## src/pkg/fspc_map.svh

```systemverilog
`ifndef FSPC_MAP_SVH
`define FSPC_MAP_SVH
// register byte addresses
`define FSPC_CTRL_OFS 32'h0000_0000
`define FSPC_KEY_OFS 32'h0000_0004
// control register field positions
`define FSPC_START_BIT 15
`define FSPC_PERMIT_BIT 14
`define FSPC_SEQERR_BIT 13
`define FSPC_ERASE_BIT 6
`define FSPC_OPC_LSB 0
`define FSPC_OPC_MSB 3
// reset value of control bits
`define FSPC_CTRL_RST 16'h0000
// unlock key values
`define FSPC_KEY_FIRST 8'h55
`define FSPC_KEY_SECOND 8'hAA
// nominal operation time and clock rate
`define FSPC_OP_TIME_NS 4000000
`define FSPC_CLK_PERIOD_NS 40
`define FSPC_OP_CYCLES (`FSPC_OP_TIME_NS / `FSPC_CLK_PERIOD_NS)
// flash geometry
`define FSPC_PAGE_BYTES 1536
`define FSPC_ROW_BYTES 192
`endif

```

## src/pkg/fspc_pkg.sv

```systemverilog
package fspc_pkg;
    // sequencer states, gray along idle->busy->done
    typedef enum logic [1:0] {
        FSPC_IDLE = 2'b00,
        FSPC_BUSY = 2'b01,
        FSPC_DONE = 2'b11
    } fspc_state_t;
    // decoded flash action
    typedef enum logic [3:0] {
        FSPC_ACT_NONE = 4'h0,
        FSPC_ACT_BULK_ERASE = 4'h1,
        FSPC_ACT_GEN_SEG_ERASE = 4'h2,
        FSPC_ACT_SEC_SEG_ERASE = 4'h3,
        FSPC_ACT_PAGE_ERASE = 4'h4,
        FSPC_ACT_CFG_ERASE = 4'h5,
        FSPC_ACT_ROW_PROG = 4'h6,
        FSPC_ACT_WORD_PROG = 4'h7,
        FSPC_ACT_CFG_PROG = 4'h8,
        FSPC_ACT_UNIMPL = 4'hF
    } fspc_action_t;
    // unlock tracker
    typedef enum logic [1:0] {
        FSPC_KEY_NONE = 2'b00,
        FSPC_KEY_HALF = 2'b01,
        FSPC_KEY_OPEN = 2'b11
    } fspc_key_t;
endpackage

```

## src/verilog/fspc_flash_ctrl.sv

```systemverilog
`timescale 1ns/1ps
`include "fspc_map.svh"
// Overview of operation
// - unlock needs 0x55 then 0xAA consecutive writes
// - key register write-only, reads zero
// - operation lasts nominally 4 ms, stall held
// - start bit set-only, hardware clears on completion
// - operations only allowed with write-permit set
// - sequence error flagged on improper sequence
// - erase flag selects erase versus program
// - erase-mode operation code decode
// - program-mode operation code decode
// - unlisted codes treated as unimplemented
// - control bits cleared by power-on reset, by software writes or by hardware
// - processor stalled for whole erase cycle
// - pages and rows aligned to geometry
module fspc_flash_ctrl
    import fspc_pkg::*;
#(
    parameter int unsigned OP_CYCLES = `FSPC_OP_CYCLES,
    parameter int unsigned CNT_W = 17
) (
    input wire logic I_CORE_CLK,
    input wire logic I_NRST,
    input wire logic I_CLK_EN,
    input wire logic I_HSEL,
    input wire logic [31:0] I_HADDR,
    input wire logic [1:0] I_HTRANS,
    input wire logic I_HWRITE,
    input wire logic [2:0] I_HSIZE,
    input wire logic [31:0] I_HWDATA,
    input wire logic I_HREADY,
    output logic [31:0] O_HRDATA,
    output logic O_HREADYOUT,
    output logic O_HRESP,
    output logic O_CPU_STALL,
    output logic O_FLASH_GO,
    output logic [3:0] O_FLASH_ACTION
);
    logic wr_ph;
    logic rd_ph;
    logic [31:0] ph_addr;
    logic start;
    logic permit;
    logic seq_err;
    logic erase_sel;
    logic [3:0] opc;
    fspc_key_t key_st;
    fspc_state_t state;
    logic [CNT_W-1:0] cnt;
    logic ctrl_wr;
    logic key_wr;
    logic start_req;
    logic start_ok;
    fspc_action_t act;

    // decode of operation code per erase flag, used by launch and output
    function automatic fspc_action_t decode_op(input logic er, input logic [3:0] code);
        fspc_action_t a;
        a = FSPC_ACT_UNIMPL;
        if (er) begin
            unique case (code)
                4'hF: a = FSPC_ACT_BULK_ERASE;
                4'hD: a = FSPC_ACT_GEN_SEG_ERASE;
                4'hC: a = FSPC_ACT_SEC_SEG_ERASE;
                4'h2: a = FSPC_ACT_PAGE_ERASE;
                4'h0: a = FSPC_ACT_CFG_ERASE;
                4'h3, 4'h1: a = FSPC_ACT_NONE;
                default: a = FSPC_ACT_UNIMPL;
            endcase
        end else begin
            unique case (code)
                4'h1: a = FSPC_ACT_ROW_PROG;
                4'h3: a = FSPC_ACT_WORD_PROG;
                4'h0: a = FSPC_ACT_CFG_PROG;
                4'hF, 4'hD, 4'hC, 4'h2: a = FSPC_ACT_NONE;
                default: a = FSPC_ACT_UNIMPL;
            endcase
        end
        return a;
    endfunction

    // address phase capture; accept transfers of any size when bus is ready
    always_ff @(posedge I_CORE_CLK or negedge I_NRST) begin
        if (!I_NRST) begin
            wr_ph <= 1'b0;
            rd_ph <= 1'b0;
            ph_addr <= 32'h0000_0000;
        end else if (I_CLK_EN && I_HREADY) begin
            wr_ph <= I_HSEL && I_HTRANS[1] && I_HWRITE;
            rd_ph <= I_HSEL && I_HTRANS[1] && !I_HWRITE;
            ph_addr <= I_HADDR;
        end
    end

    assign ctrl_wr = wr_ph && (ph_addr[7:0] == `FSPC_CTRL_OFS);
    assign key_wr = wr_ph && (ph_addr[7:0] == `FSPC_KEY_OFS);
    // start written while idle; writes during a run are swallowed by the stall
    assign start_req = ctrl_wr && I_HWDATA[`FSPC_START_BIT] && (state == FSPC_IDLE);
    assign start_ok = start_req && (key_st == FSPC_KEY_OPEN) && I_HWDATA[`FSPC_PERMIT_BIT];
    assign act = decode_op(I_HWDATA[`FSPC_ERASE_BIT], I_HWDATA[`FSPC_OPC_MSB:`FSPC_OPC_LSB]);

    // unlock tracker; any other register write breaks the pair
    always_ff @(posedge I_CORE_CLK or negedge I_NRST) begin
        if (!I_NRST) begin
            key_st <= FSPC_KEY_NONE;
        end else if (I_CLK_EN && wr_ph) begin
            if (key_wr && I_HWDATA[7:0] == `FSPC_KEY_FIRST) begin
                key_st <= FSPC_KEY_HALF;
            end else if (key_wr && key_st == FSPC_KEY_HALF
                         && I_HWDATA[7:0] == `FSPC_KEY_SECOND) begin
                key_st <= FSPC_KEY_OPEN;
            end else begin
                key_st <= FSPC_KEY_NONE;
            end
        end
    end

    // control fields; I_NRST stands for power-on reset only
    // cleared by power-on reset or by a control write while idle
    always_ff @(posedge I_CORE_CLK or negedge I_NRST) begin
        if (!I_NRST) begin
            permit <= 1'b0;
            erase_sel <= 1'b0;
            opc <= 4'h0;
        end else if (I_CLK_EN && ctrl_wr && state == FSPC_IDLE) begin
            permit <= I_HWDATA[`FSPC_PERMIT_BIT];
            // erase flag latched for readback only; launch decodes the written bit
            erase_sel <= I_HWDATA[`FSPC_ERASE_BIT];
            opc <= I_HWDATA[`FSPC_OPC_MSB:`FSPC_OPC_LSB];
        end
    end

    // start bit: set by software only, cleared by hardware at finish
    always_ff @(posedge I_CORE_CLK or negedge I_NRST) begin
        if (!I_NRST) begin
            start <= 1'b0;
        end else if (I_CLK_EN) begin
            if (start_ok) begin
                start <= 1'b1;
            end else if (state == FSPC_DONE) begin
                start <= 1'b0;
            end
        end
    end

    // sequence error: set on bad start, cleared by a clean launch or software 0
    always_ff @(posedge I_CORE_CLK or negedge I_NRST) begin
        if (!I_NRST) begin
            seq_err <= 1'b0;
        end else if (I_CLK_EN) begin
            if (start_req && !start_ok) begin
                seq_err <= 1'b1;
            end else if (start_ok) begin
                seq_err <= 1'b0;
            end else if (ctrl_wr && state == FSPC_IDLE) begin
                seq_err <= seq_err & I_HWDATA[`FSPC_SEQERR_BIT];
            end
        end
    end

    // sequencer and timer; no-op and unimplemented codes still run the timer
    always_ff @(posedge I_CORE_CLK or negedge I_NRST) begin
        if (!I_NRST) begin
            state <= FSPC_IDLE;
            cnt <= '0;
        end else if (I_CLK_EN) begin
            unique case (state)
                FSPC_IDLE: begin
                    if (start_ok) begin
                        state <= FSPC_BUSY;
                        cnt <= CNT_W'(OP_CYCLES - 1);
                    end
                end
                FSPC_BUSY: begin
                    if (cnt == '0) begin
                        state <= FSPC_DONE;
                    end else begin
                        cnt <= cnt - 1'b1;
                    end
                end
                FSPC_DONE: begin
                    state <= FSPC_IDLE;
                end
                default: begin
                    state <= FSPC_IDLE;
                end
            endcase
        end
    end

    // flash macro command: action held for the run, go pulses at launch
    // unimplemented codes never reach the macro
    // macro aligns page and row addresses
    always_ff @(posedge I_CORE_CLK or negedge I_NRST) begin
        if (!I_NRST) begin
            O_FLASH_GO <= 1'b0;
            O_FLASH_ACTION <= FSPC_ACT_NONE;
        end else if (I_CLK_EN) begin
            O_FLASH_GO <= start_ok && act != FSPC_ACT_NONE && act != FSPC_ACT_UNIMPL;
            if (start_ok) begin
                O_FLASH_ACTION <= (act == FSPC_ACT_UNIMPL) ? FSPC_ACT_NONE : act;
            end else if (state == FSPC_DONE) begin
                O_FLASH_ACTION <= FSPC_ACT_NONE;
            end
        end
    end

    // cpu stall and bus wait; stall drops with the start bit
    // stall spans the whole cycle
    always_ff @(posedge I_CORE_CLK or negedge I_NRST) begin
        if (!I_NRST) begin
            O_CPU_STALL <= 1'b0;
            O_HREADYOUT <= 1'b1;
        end else if (I_CLK_EN) begin
            if (start_ok) begin
                O_CPU_STALL <= 1'b1;
                O_HREADYOUT <= 1'b0;
            end else if (state == FSPC_DONE) begin
                O_CPU_STALL <= 1'b0;
                O_HREADYOUT <= 1'b1;
            end
        end
    end

    // read data registered one cycle early from the address phase
    always_ff @(posedge I_CORE_CLK or negedge I_NRST) begin
        if (!I_NRST) begin
            O_HRDATA <= 32'h0000_0000;
            O_HRESP <= 1'b0;
        end else if (I_CLK_EN) begin
            O_HRESP <= 1'b0;
            if (I_HREADY && I_HSEL && I_HTRANS[1] && !I_HWRITE
                && I_HADDR[7:0] == `FSPC_CTRL_OFS) begin
                O_HRDATA <= {16'h0000, start, permit, seq_err, 6'h00,
                             erase_sel, 2'h0, opc};
            end else begin
                O_HRDATA <= 32'h0000_0000;
            end
        end
    end
endmodule

```

## config.mk

```make
export PLATFORM = sky130hd
export DESIGN_NAME = fspc_flash_ctrl
export DESIGN_NICKNAME = d
export VERILOG_FILES = /design/src/pkg/fspc_pkg.sv /design/src/verilog/fspc_flash_ctrl.sv
export VERILOG_INCLUDE_DIRS = /design/src /design/src/pkg
export SDC_FILE = /design/constraint.sdc
export NUM_CORES = 1
export LEC_CHECK = 0
export ABC_CLOCK_PERIOD_IN_PS = 3900
export BUFFER_PORTS_ARGS = -buffer_cell sky130_fd_sc_hd__buf_2
export CORE_MARGIN = 10
export CORE_UTILIZATION = 52
export CTS_CLUSTER_DIAMETER = 150
export DETAILED_ROUTE_END_ITERATION = 10
export GPL_ROUTABILITY_DRIVEN = 0
export HOLD_SLACK_MARGIN = 0.06
export PLACE_DENSITY = 0.87
export SYNTH_ARGS = -nofsm -noshare
export SYNTH_HDL_FRONTEND = slang
export SYNTH_SLANG_ARGS = --single-unit
export TNS_END_PERCENT = 100
```

## constraint.sdc

```tcl
create_clock -name I_CORE_CLK -period 3.9 [get_ports I_CORE_CLK]
set_input_delay 0.195 -clock I_CORE_CLK [delete_from_list [all_inputs] [get_ports I_CORE_CLK]]
set_output_delay 0.195 -clock I_CORE_CLK [all_outputs]
set_load 0.01 [all_outputs]
```

## Yosys cells after proc, flatten, opt, wreduce, memory -nomap -nowiden

Cells that the tools add are included.

- $add $sub $neg: 1
- Multipliers: 0
- Divide/modulo/power cells: 0
- Order comparisons: 0
- Eq/ne operators: 18
- Shift operators: 0
- Mux-type cells: 22
- Bitwise gates (word level): 1
- Reductions and logical operators: 40

Operators by type and width:

| kind | count |
|---|---|
| 17-bit two-way mux | 2 |
| 17-bit case mux with 2 select lines | 1 |
| 4-bit case mux with 6 select lines | 1 |
| 1-bit logical AND | 23 |
| 17-bit logical NOT | 1 |
| 17-bit by 1-bit subtractor with 17-bit output (second input constant) | 1 |
| 4-bit equality test (second input constant) | 4 |
| 8-bit logical NOT | 2 |
| 16-bit two-way mux | 1 |
| 4-bit two-way mux | 4 |
| 4-bit case mux with 4 select lines | 1 |
| 4-bit by 2-bit equality test with 1-bit output (second input constant) | 2 |
| 8-bit by 3-bit equality test with 1-bit output (second input constant) | 1 |
| 8-bit by 7-bit equality test with 1-bit output (second input constant) | 1 |
| 8-bit equality test (second input constant) | 1 |
| 2-bit two-way mux | 4 |
| 1-bit two-way mux | 7 |
| 2-bit != test (second input constant) | 3 |
| 2-bit by 1-bit equality test with 1-bit output (second input constant) | 2 |
| 2-bit equality test (second input constant) | 2 |
| 4-bit by 1-bit equality test with 1-bit output (second input constant) | 1 |
| 4-bit logical NOT | 1 |
| 4-bit != test (second input constant) | 1 |
| 2-bit case mux with 2 select lines | 1 |
| other kinds (11) | 14 |

- Flip-flop bits (word level): 76
- Latch bits: 0
- Memory bits (writable): 0
- Memory bits (read-only): 0
- Input port bits: 75
- Output and inout bits: 40
- Memories: 0

## Logic depth before layout (Yosys ltp)

Gate-level depths: netlist of run 1.

- Depth after elaboration: 10
- Depth in mapped cells: 8
- Gate-level depth less buffers: 7

## Worst setup path after synthesis of run 1

No wires, ideal clock.

- Kind: reg-to-reg
- From: register cnt[3]
- To: register cnt[14]
- Data arrival time: 1,972 ps
- Slack: 1,850 ps
- Stages on the path, launching flop included: 6
- Path buffers: 0
- Period minus slack after synthesis: 2,050 ps
- Path through: dfrtp_1 -> nor4_4 -> nand4b_2 -> or4b_1 -> or4_1 -> a21oi_1

- Longest elaborated chain between the ends: 3

RTL lines:

| what | RTL line | text |
|---|---|---|
| start, declared | fspc_flash_ctrl.sv:50 | `logic [CNT_W-1:0] cnt;` |
| start signal, assigned | fspc_flash_ctrl.sv:172 | `cnt <= CNT_W'(OP_CYCLES - 1);` |
| start signal, assigned | fspc_flash_ctrl.sv:179 | `cnt <= cnt - 1'b1;` |
| 17-bit by 1-bit subtractor with 17-bit output or 17-bit logical NOT (tied branches) | fspc_flash_ctrl.sv:179, fspc_flash_ctrl.sv:176 |  |
| 17-bit two-way mux or 2-bit != test (tied branches) | -- |  |
| 17-bit case mux with 2 select lines or 4-bit AND reduction (tied branches) | -- |  |

Several ways; a longest one is shown, not always the timed one. The select of a mux whose other input is x is not followed.
A chain may end at the register's enable or synchronous reset.

## Worst setup path after layout of run 1

- From: register state[1]
- To: register cnt[4]

- Longest elaborated chain between the ends: 6

RTL lines:

| what | RTL line | text |
|---|---|---|
| start, declared | fspc_flash_ctrl.sv:49 | `fspc_state_t state;` |
| start signal, assigned | fspc_flash_ctrl.sv:165 | `state <= FSPC_IDLE;` |
| start signal, assigned | fspc_flash_ctrl.sv:171 | `state <= FSPC_BUSY;` |
| start signal, assigned | fspc_flash_ctrl.sv:177 | `state <= FSPC_DONE;` |
| 2-bit logical NOT | fspc_flash_ctrl.sv:99, fspc_flash_ctrl.sv:168 |  |
| 1-bit logical AND | fspc_flash_ctrl.sv:99 | `` assign start_req = ctrl_wr && I_HWDATA[`FSPC_START_BIT] && (state == FSPC_IDLE); `` |
| 1-bit logical AND (2 in series) | fspc_flash_ctrl.sv:100 | `` assign start_ok = start_req && (key_st == FSPC_KEY_OPEN) && I_HWDATA[`FSPC_PERMIT_BIT]; `` |
| 2-bit != test (no source line) | -- |  |
| 4-bit AND reduction (no source line) | -- |  |

Several ways; a longest one is shown, not always the timed one.

==> impl_metrics.json, run 1 <==
{
  "status": "complete, no violations",
  "cp.required_ns": 4.08,
  "max_slew_margin_pct": 25.25,
  "worstPathMaxFanout": 23,
  "placement.cell_area_mm2": 0.002998,
  "port_buffers": 40,
  "n_fill_cell": 463,
  "synth_area_mm2": 0.002851,
  "antenna_left": 0,
  "ff2ff_path_depth": 5,
  "timing.final.ws_setup_ns": 1.483,
  "vias_per_cell": 5.596,
  "seq_area_frac_synth_pct": 45.68,
  "coreArea_mm2": 0.005205,
  "wl_per_cell_um": 15.41,
  "end_kind": "register",
  "p_int_uw": 709.2,
  "cp.arrival_ns": 2.60,
  "h-tree-depth": 2,
  "grt.overflow.total": 0,
  "final.setup.tns_ns": 0,
  "hpwlAfterDp_um": 4814,
  "cts-root-buf": "clkbuf_8",
  "startpoint_type": "register",
  "fin_crit_ns": 2.417,
  "rsz0062_at_grt": "no",
  "die_area_mm2": 0.008845,
  "ys_types": 46,
  "cts-hold-fix-buffers": 0,
  "reg2reg_slack_ns": 1.48,
  "preCtsSetupSlack_ns": 1.525,
  "vdd_drop_max_v": 0.0001837,
  "first_global_vias": 2400,
  "fin_crit_sh_pct": 61.97,
  "hold_violations": 0,
  "max_freq_mhz": 413.8,
  "drcViolationCount": 0,
  "p_leak_nw": 1.526,
  "switching_share_pct": 25.24,
  "seqPwrFrac_pct": 59.4,
  "die_h_um": 94.05,
  "grt_pass1_wl_um": 10790,
  "grt_antenna_before_repair": 0,
  "firstDrtPassIters": 4,
  "fin_nets": 419,
  "drtIter0Drc": 134,
  "io_pins": 115,
  "drive_gt1_share_pct": 19.83,
  "clk_latency_ns": 0.31,
  "rows": 26,
  "synth-async-reset-ratio_pct": 100.0,
  "setup_viol": 0,
  "multi_input_area_mm2": 0.001336,
  "p_sw_uw": 239.5,
  "ys.flop_type": "dfrtp_1",
  "cts_buffers": 5,
  "synth.avg_cell_area_um2": 9.258,
  "cts_tree": "yes",
  "antenna_cells": 0,
  "cts.sinks": 52,
  "synth_edf_count": 0,
  "drt_wl_total_um": 6363,
  "grt_max_degree": 53,
  "synth_cells": 308,
  "slew_violations": 0,
  "hold_class": "in -> async",
  "pwr_density_cell_mw_per_mm2": 307.3,
  "r2r_end": "cnt[4]$_DFFE_PN0P_",
  "pwr-share-comb_pct": 7.9,
  "start_util_pct": 54.78,
  "yosys_warnings": 0,
  "area_growth_pct": 8.249,
  "rr_startpoint": "state[1]$_DFFE_PN0P_",
  "finalInstanceArea_mm2": 0.003087,
  "tightest_slew_ns": 1.121,
  "clkTransAtPathRegs_ns": 0.10,
  "cts_buffer_depth": 2,
  "cts_resized": 0,
  "regArea_mm2": 0.001303,
  "max-cap-violations": 0,
  "cts_setup_buffers": 0,
  "gr-usage-all-layers_pct": 14.57,
  "dr_total_vias": 2311,
  "die_w_um": 94.05,
  "power.share.clock_pct": 32.7,
  "synth.ff_latch_count": 52,
  "worstSetupPathType": "reg -> reg",
  "startpoint": "state[1]$_DFFE_PN0P_",
  "skew_ns": 0.01156
}
[logic make-up after synthesis]
group	synth area share, %
compound gates	10.31
buf+inv	10.62
mux	5.002
other cells	0.1315
xor+xnor	0.6144
fa+ha+maj	0.8774
simple gates	26.77
flops	45.68
[worst max-delay path by stage]
stage | end | slack [ns]
after floorplan | cnt[14]$_DFFE_PN0P_ | 1.85
after global placement | cnt[0]$_DFFE_PN0P_ | 1.59
after detailed placement | cnt[4]$_DFFE_PN0P_ | 1.52
after CTS | cnt[16]$_DFFE_PN0P_ | 1.49
after global routing | cnt[16]$_DFFE_PN0P_ | 1.25
final | cnt[4]$_DFFE_PN0P_ | 1.48
[area by class of cell]
cell class	instances	area share, %
clock inverter	2	0.5270
multi-input combinational	226	43.29
timing repair buffer	42	6.972
inverter	15	1.824
tap	70	2.837
clock buffer	6	2.351
sequential	52	42.20
[critical path, cell delays in order (launching register included)]
cell and delay (ns):
dfrtp_1 0.53, nor3_1 0.11, and4b_1 0.34, a21boi_2 0.74, nor3_1 0.09, or3b_2 0.46
[cell usage after synthesis (2+ instances only)]
cell type	count	share of area, %
a21oi_1	10	1.8
and4_1	2	0.61
and4b_1	2	0.70
buf_2	2	0.35
buf_4	26	6.8
clkbuf_1	11	1.4
dfrtp_1	51	45
ha_1	2	0.88
inv_1	15	2.0
mux2_2	10	3.9
mux2i_1	3	1.1
nand2_1	47	6.2
nand2b_1	4	0.88
nand3_1	14	2.5
nand4_1	3	0.66
nand4b_1	3	0.92
nor2_1	11	1.4
nor2b_1	3	0.66
nor3_1	16	2.8
nor4_1	6	1.3
nor4_2	2	0.88
nor4b_1	3	0.92
o21ai_0	18	3.2
o31ai_1	8	2.1
o41ai_1	2	0.61
or3_1	5	1.1
or3b_2	2	0.61
or4_1	9	2.4
[routing by layer]
| metal | track usage [%] | part of all wire (%) | wire (um) | up-vias |
|---|---|---|---|---|
| met1 | 18.40 | 44 | 2768 | 1107 |
| met5 | 0 | 0 | 0 | - |
| met3 | 4.237 | 7.7 | 492 | 14 |
| met2 | 23.16 | 47 | 2979 | 73 |
| met4 | 5.063 | 1.9 | 122 | 0 |
| li1 | - | - | - | 1117 |
[power by group through the flow]
stage                     sequential (mW)  clock (mW)  combinational [mW]
after floorplan                     0.571           0              0.0616
after global placement              0.573           0              0.0715
after detailed placement            0.575           0              0.0744
after CTS                           0.564       0.314              0.0746
after global routing                0.566       0.335              0.0842
final                               0.564       0.310              0.0752
[sequential cells by signal, summed over array words and instances (netlist names)]
name / count
wr_ph: 1
O_HREADYOUT: 1
O_FLASH_GO: 1
erase_sel: 1
ph_addr: 8
permit: 1
seq_err: 1
cnt: 17
key_st: 2
opc: 4
O_FLASH_ACTION: 4
O_CPU_STALL: 1
state: 2
O_HRDATA: 8
[metrics by stage]
stage | total power, mW | hold slack, ns | instances | util, %
floorplan | 0.6328 | -0.1006 | 332 | -
global placement | 0.6447 | 0.4296 | 405 | 57.60
detailed placement | 0.6489 | 0.4359 | 405 | 57.60
CTS | 0.9527 | 0.1100 | 413 | 59.30
global route | 0.9843 | 0.1313 | 413 | 59.30
finish | 0.9486 | 0.09646 | 413 | 59.30
[placed cells by master, fill, tap and decap left out, drive strengths merged, types with 3 or more instances in the layout]
| cell | instances |
|---|---|
| nand4 | 3 |
| nor2b | 3 |
| buf | 42 |
| inv | 15 |
| nand3 | 14 |
| nand4b | 4 |
| dfrtp | 51 |
| nand2b | 4 |
| nand2 | 47 |
| or4 | 9 |
| clkbuf | 6 |
| mux2 | 10 |
| a21oi | 10 |
| nor2 | 11 |
| mux2i | 3 |
| conb | 25 |
| o31ai | 8 |
| nor4 | 9 |
| o21ai | 18 |
| nor4b | 3 |
| or3 | 5 |
| nor3 | 17 |
Note: power is estimated with default switching activity, not from simulation.
==> run 2, diff against run 1 <==
Settings changed: ABC_AREA from default to 1, ABC_CLOCK_PERIOD_IN_PS 3900 to 2000, CORE_UTILIZATION 52 to 45, PLACE_DENSITY 0.87 to 0.79.
Clock period 3.9 ns to 2 ns, I/O delays scaled along.
==> run 2 against run 1 <==
  * Hold slack got worse by 0.025 ns
  * Register-to-register slack worse by 1.1 ns
  * First-iteration DRC count down 9.7%
  * Critical path type unchanged
  * Synthesized cell count rose by 35%
  * Wire length rose by 6.3%
  * Via count increased by 17%
==> impl_metrics.json, run 2 <==
{
  "fin_crit_sh_pct": 80.68,
  "ys.flop_type": "dfrtp_1",
  "slew_violations": 0,
  "startpoint_type": "register",
  "drcViolationCount": 0,
  "hpwlAfterDp_um": 5208,
  "crit_chain": "inv_1 > ha_1 > nand2_1 > nor2_1 > xnor2_1 > nor2_1 > nand2_1 > nand2_1",
  "wl_per_cell_um": 12.36,
  "synth_top_area_share_pct": 41.82,
  "skew_ns": 0.007763,
  "final_util_pct": 53.53,
  "pwr_density_cell_mw_per_mm2": 843.4,
  "port_buffers": 40,
  "antenna_cells": 0,
  "area_growth_pct": 13.28,
  "cts_tree": "yes",
  "gr-usage-all-layers_pct": 13.37,
  "path_common_cell": "nand2_1",
  "hold_violations": 0,
  "ys_top_cells_by_count": "nand2_1 (144), dfrtp_1 (51), inv_1 (45), nor2_1 (45), nand3_1 (29)",
  "final_cell_mix": "nand2_1 (144), dfrtp_1 (51), inv_1 (45), nor2_1 (45), buf_2 (40)",
  "synth_area_leaders": "dfrtp_1 (42%), nand2_1 (18%), buf_4 (6.2%), inv_1 (5.5%), nor2_1 (5.5%)",
  "p_total_mw": 2.916,
  "min-delay-start": "I_HADDR[0]",
  "fin_crit_ns": 1.614,
  "layout.cells.non_filler": 547,
  "ys_types": 32,
  "cts.sinks": 52,
  "dr_total_vias": 2702,
  "rr_startpoint": "cnt[0]$_DFFE_PN0P_",
  "slowest_delay_ns": 0.41,
  "fin_nets": 546,
  "p_leak_nw": 1.826,
  "worstSetupPathType": "reg -> reg",
  "placed_cells": 530,
  "cts_buffers": 5,
  "cts-root-buf": "clkbuf_8",
  "cp_top_family": "simple AND/OR/NAND/NOR gates",
  "clk_latency_ns": 0.30,
  "rsz0062_at_grt": "no",
  "h-tree-depth": 2,
  "synth_edf_count": 0,
  "final_common_cell": "nand2_1",
  "die_area_mm2": 0.01048,
  "cp.arrival_ns": 1.81,
  "drt_wl_total_um": 6761,
  "synth_area_mm2": 0.003052,
  "die_h_um": 102.4,
  "antenna_left": 0,
  "first_global_vias": 2742,
  "cp.required_ns": 2.20,
  "cp_slowest_cell": "dfrtp_1",
  "synth.ff_latch_count": 52,
  "final.setup.tns_ns": 0,
  "finalInstanceArea_mm2": 0.003457,
  "grt_antenna_before_repair": 0,
  "hold_class": "in -> reg",
  "drtIter0Drc": 121,
  "start_util_pct": 47.25,
  "synth_top_area_cell": "dfrtp_1",
  "max_flop_register": "cnt",
  "yosys_warnings": 0,
  "startpoint": "cnt[0]$_DFFE_PN0P_",
  "die_w_um": 102.4,
  "setup_viol": 0,
  "max-cap-violations": 0,
  "grt_max_degree": 24,
  "holdWs_ns": 0.07187,
  "synth-async-reset-ratio_pct": 100.0,
  "yosysMostFrequentCell": "nand2_1",
  "vdd_drop_max_v": 0.0004094,
  "grt_pass1_wl_um": 11740,
  "drive_gt1_share_pct": 15.74,
  "status": "complete, no violations",
  "coreArea_mm2": 0.006459,
  "max_freq_mhz": 619.7,
  "io_pins": 115,
  "preCtsSetupSlack_ns": 0.4028,
  "placement.cell_area_mm2": 0.003246,
  "crit_buf_inv": 1,
  "cts_buffer_depth": 2,
  "synth_cells": 417,
  "grt.overflow.total": 0,
  "synth.avg_cell_area_um2": 7.318,
  "rows": 29,
  "end_kind": "register",
  "reg.largest.list": "cnt: 17 flops, O_HRDATA: 8 flops, ph_addr: 8 flops",
  "vias_per_cell": 4.940,
  "firstDrtPassIters": 4,
  "largest_reg_flops": 17,
  "seq_area_frac_synth_pct": 42.68,
  "clkTransAtPathRegs_ns": 0.10,
  "timing.final.ws_setup_ns": 0.3863,
  "worstPathMaxFanout": 4,
  "cts_setup_buffers": 0
}
## run 2: cell types whose count changed in the layout (fill, tap and decap cells not counted), sizes merged, moves of 5 or more
cell,change
mux2,-6
nand3,+18
nor4,-7
nor3,-14
or3,-5
o31ai,-8
nor2,+38
a21oi,-9
inv,+32
or4,-9
nand2,+101
o22ai,+9
dlygate4sd3,+9
## run 2: final cells by class
cell class                      instances  area [um^2]
Timing Repair Buffer                   53        320.3
Clock inverter                          2        38.79
Clock buffer                            6        82.58
Sequential cell                        52         1303
Tap cell                               77        96.34
Fill cell                             631         3002
Inverter                               47        176.4
Multi-Input combinational cell        310         1440
## run 2: power breakdown
part	internal, mW	switching (mW)	total [mW]
Combinational	0.290	0.526	0.816
Clock	0.410	0.347	0.757
Sequential	1.20	0.146	1.34
Total	1.90	1.02	2.92
## run 2: per-layer routing
layer / track usage [%] / part of all wire, % / vias up
met2: 24.99 / 51 / 67
met5: 0 / 0 / -
met4: 2.928 / 0.83 / 0
met3: 3.374 / 5.1 / 8
li1: - / - / 1360
met1: 14.86 / 43 / 1267
## run 2: final timing paths
kind                       depth (start not counted)                             to  slack [ns]
setup / recovery                                   8             cnt[8]$_DFFE_PN0P_        0.39
hold / removal                                     3         ph_addr[0]$_DFFE_PN0P_        0.07
setup reg to reg                                   8             cnt[8]$_DFFE_PN0P_        0.39
hold reg to reg                                    2  O_FLASH_ACTION[3]$_DFFE_PN0P_        0.49
max in group asynchronous                          3             opc[2]$_DFFE_PN0P_        1.21
min in group asynchronous                          2             cnt[3]$_DFFE_PN0P_        0.20
## run 2: tightest hold or removal path: stages
cell     delay [ns]
buf_2          0.09
inv_1          0.05
o21ai_0        0.08
## run 2: cells by family (layout without fill, tap and decap cells)
| group | Yosys count | in the layout | synth area share [%] |
|---|---|---|---|
| AO/OA/AOI/OAI | 31 | 31 | 5.494 |
| XOR/XNOR | 3 | 3 | 0.8612 |
| multiplexers | 4 | 4 | 1.476 |
| flip-flops | 52 | 52 | 42.68 |
| buffers and inverters | 79 | 108 | 13.08 |
| other | 1 | 25 | 0.1229 |
| adder cells (fa/ha/maj) | 2 | 2 | 0.8199 |
| AND/OR/NAND/NOR | 245 | 245 | 35.47 |
## run 2: repair_timing
| action | CTS | global route |
|---|---|---|
| gates resized for setup | 0 | 0 |
| endpoints found under the hold margin | 58 | 0 |
| hold buffers | 9 | 0 |
| endpoints found under the setup margin | 0 | 0 |
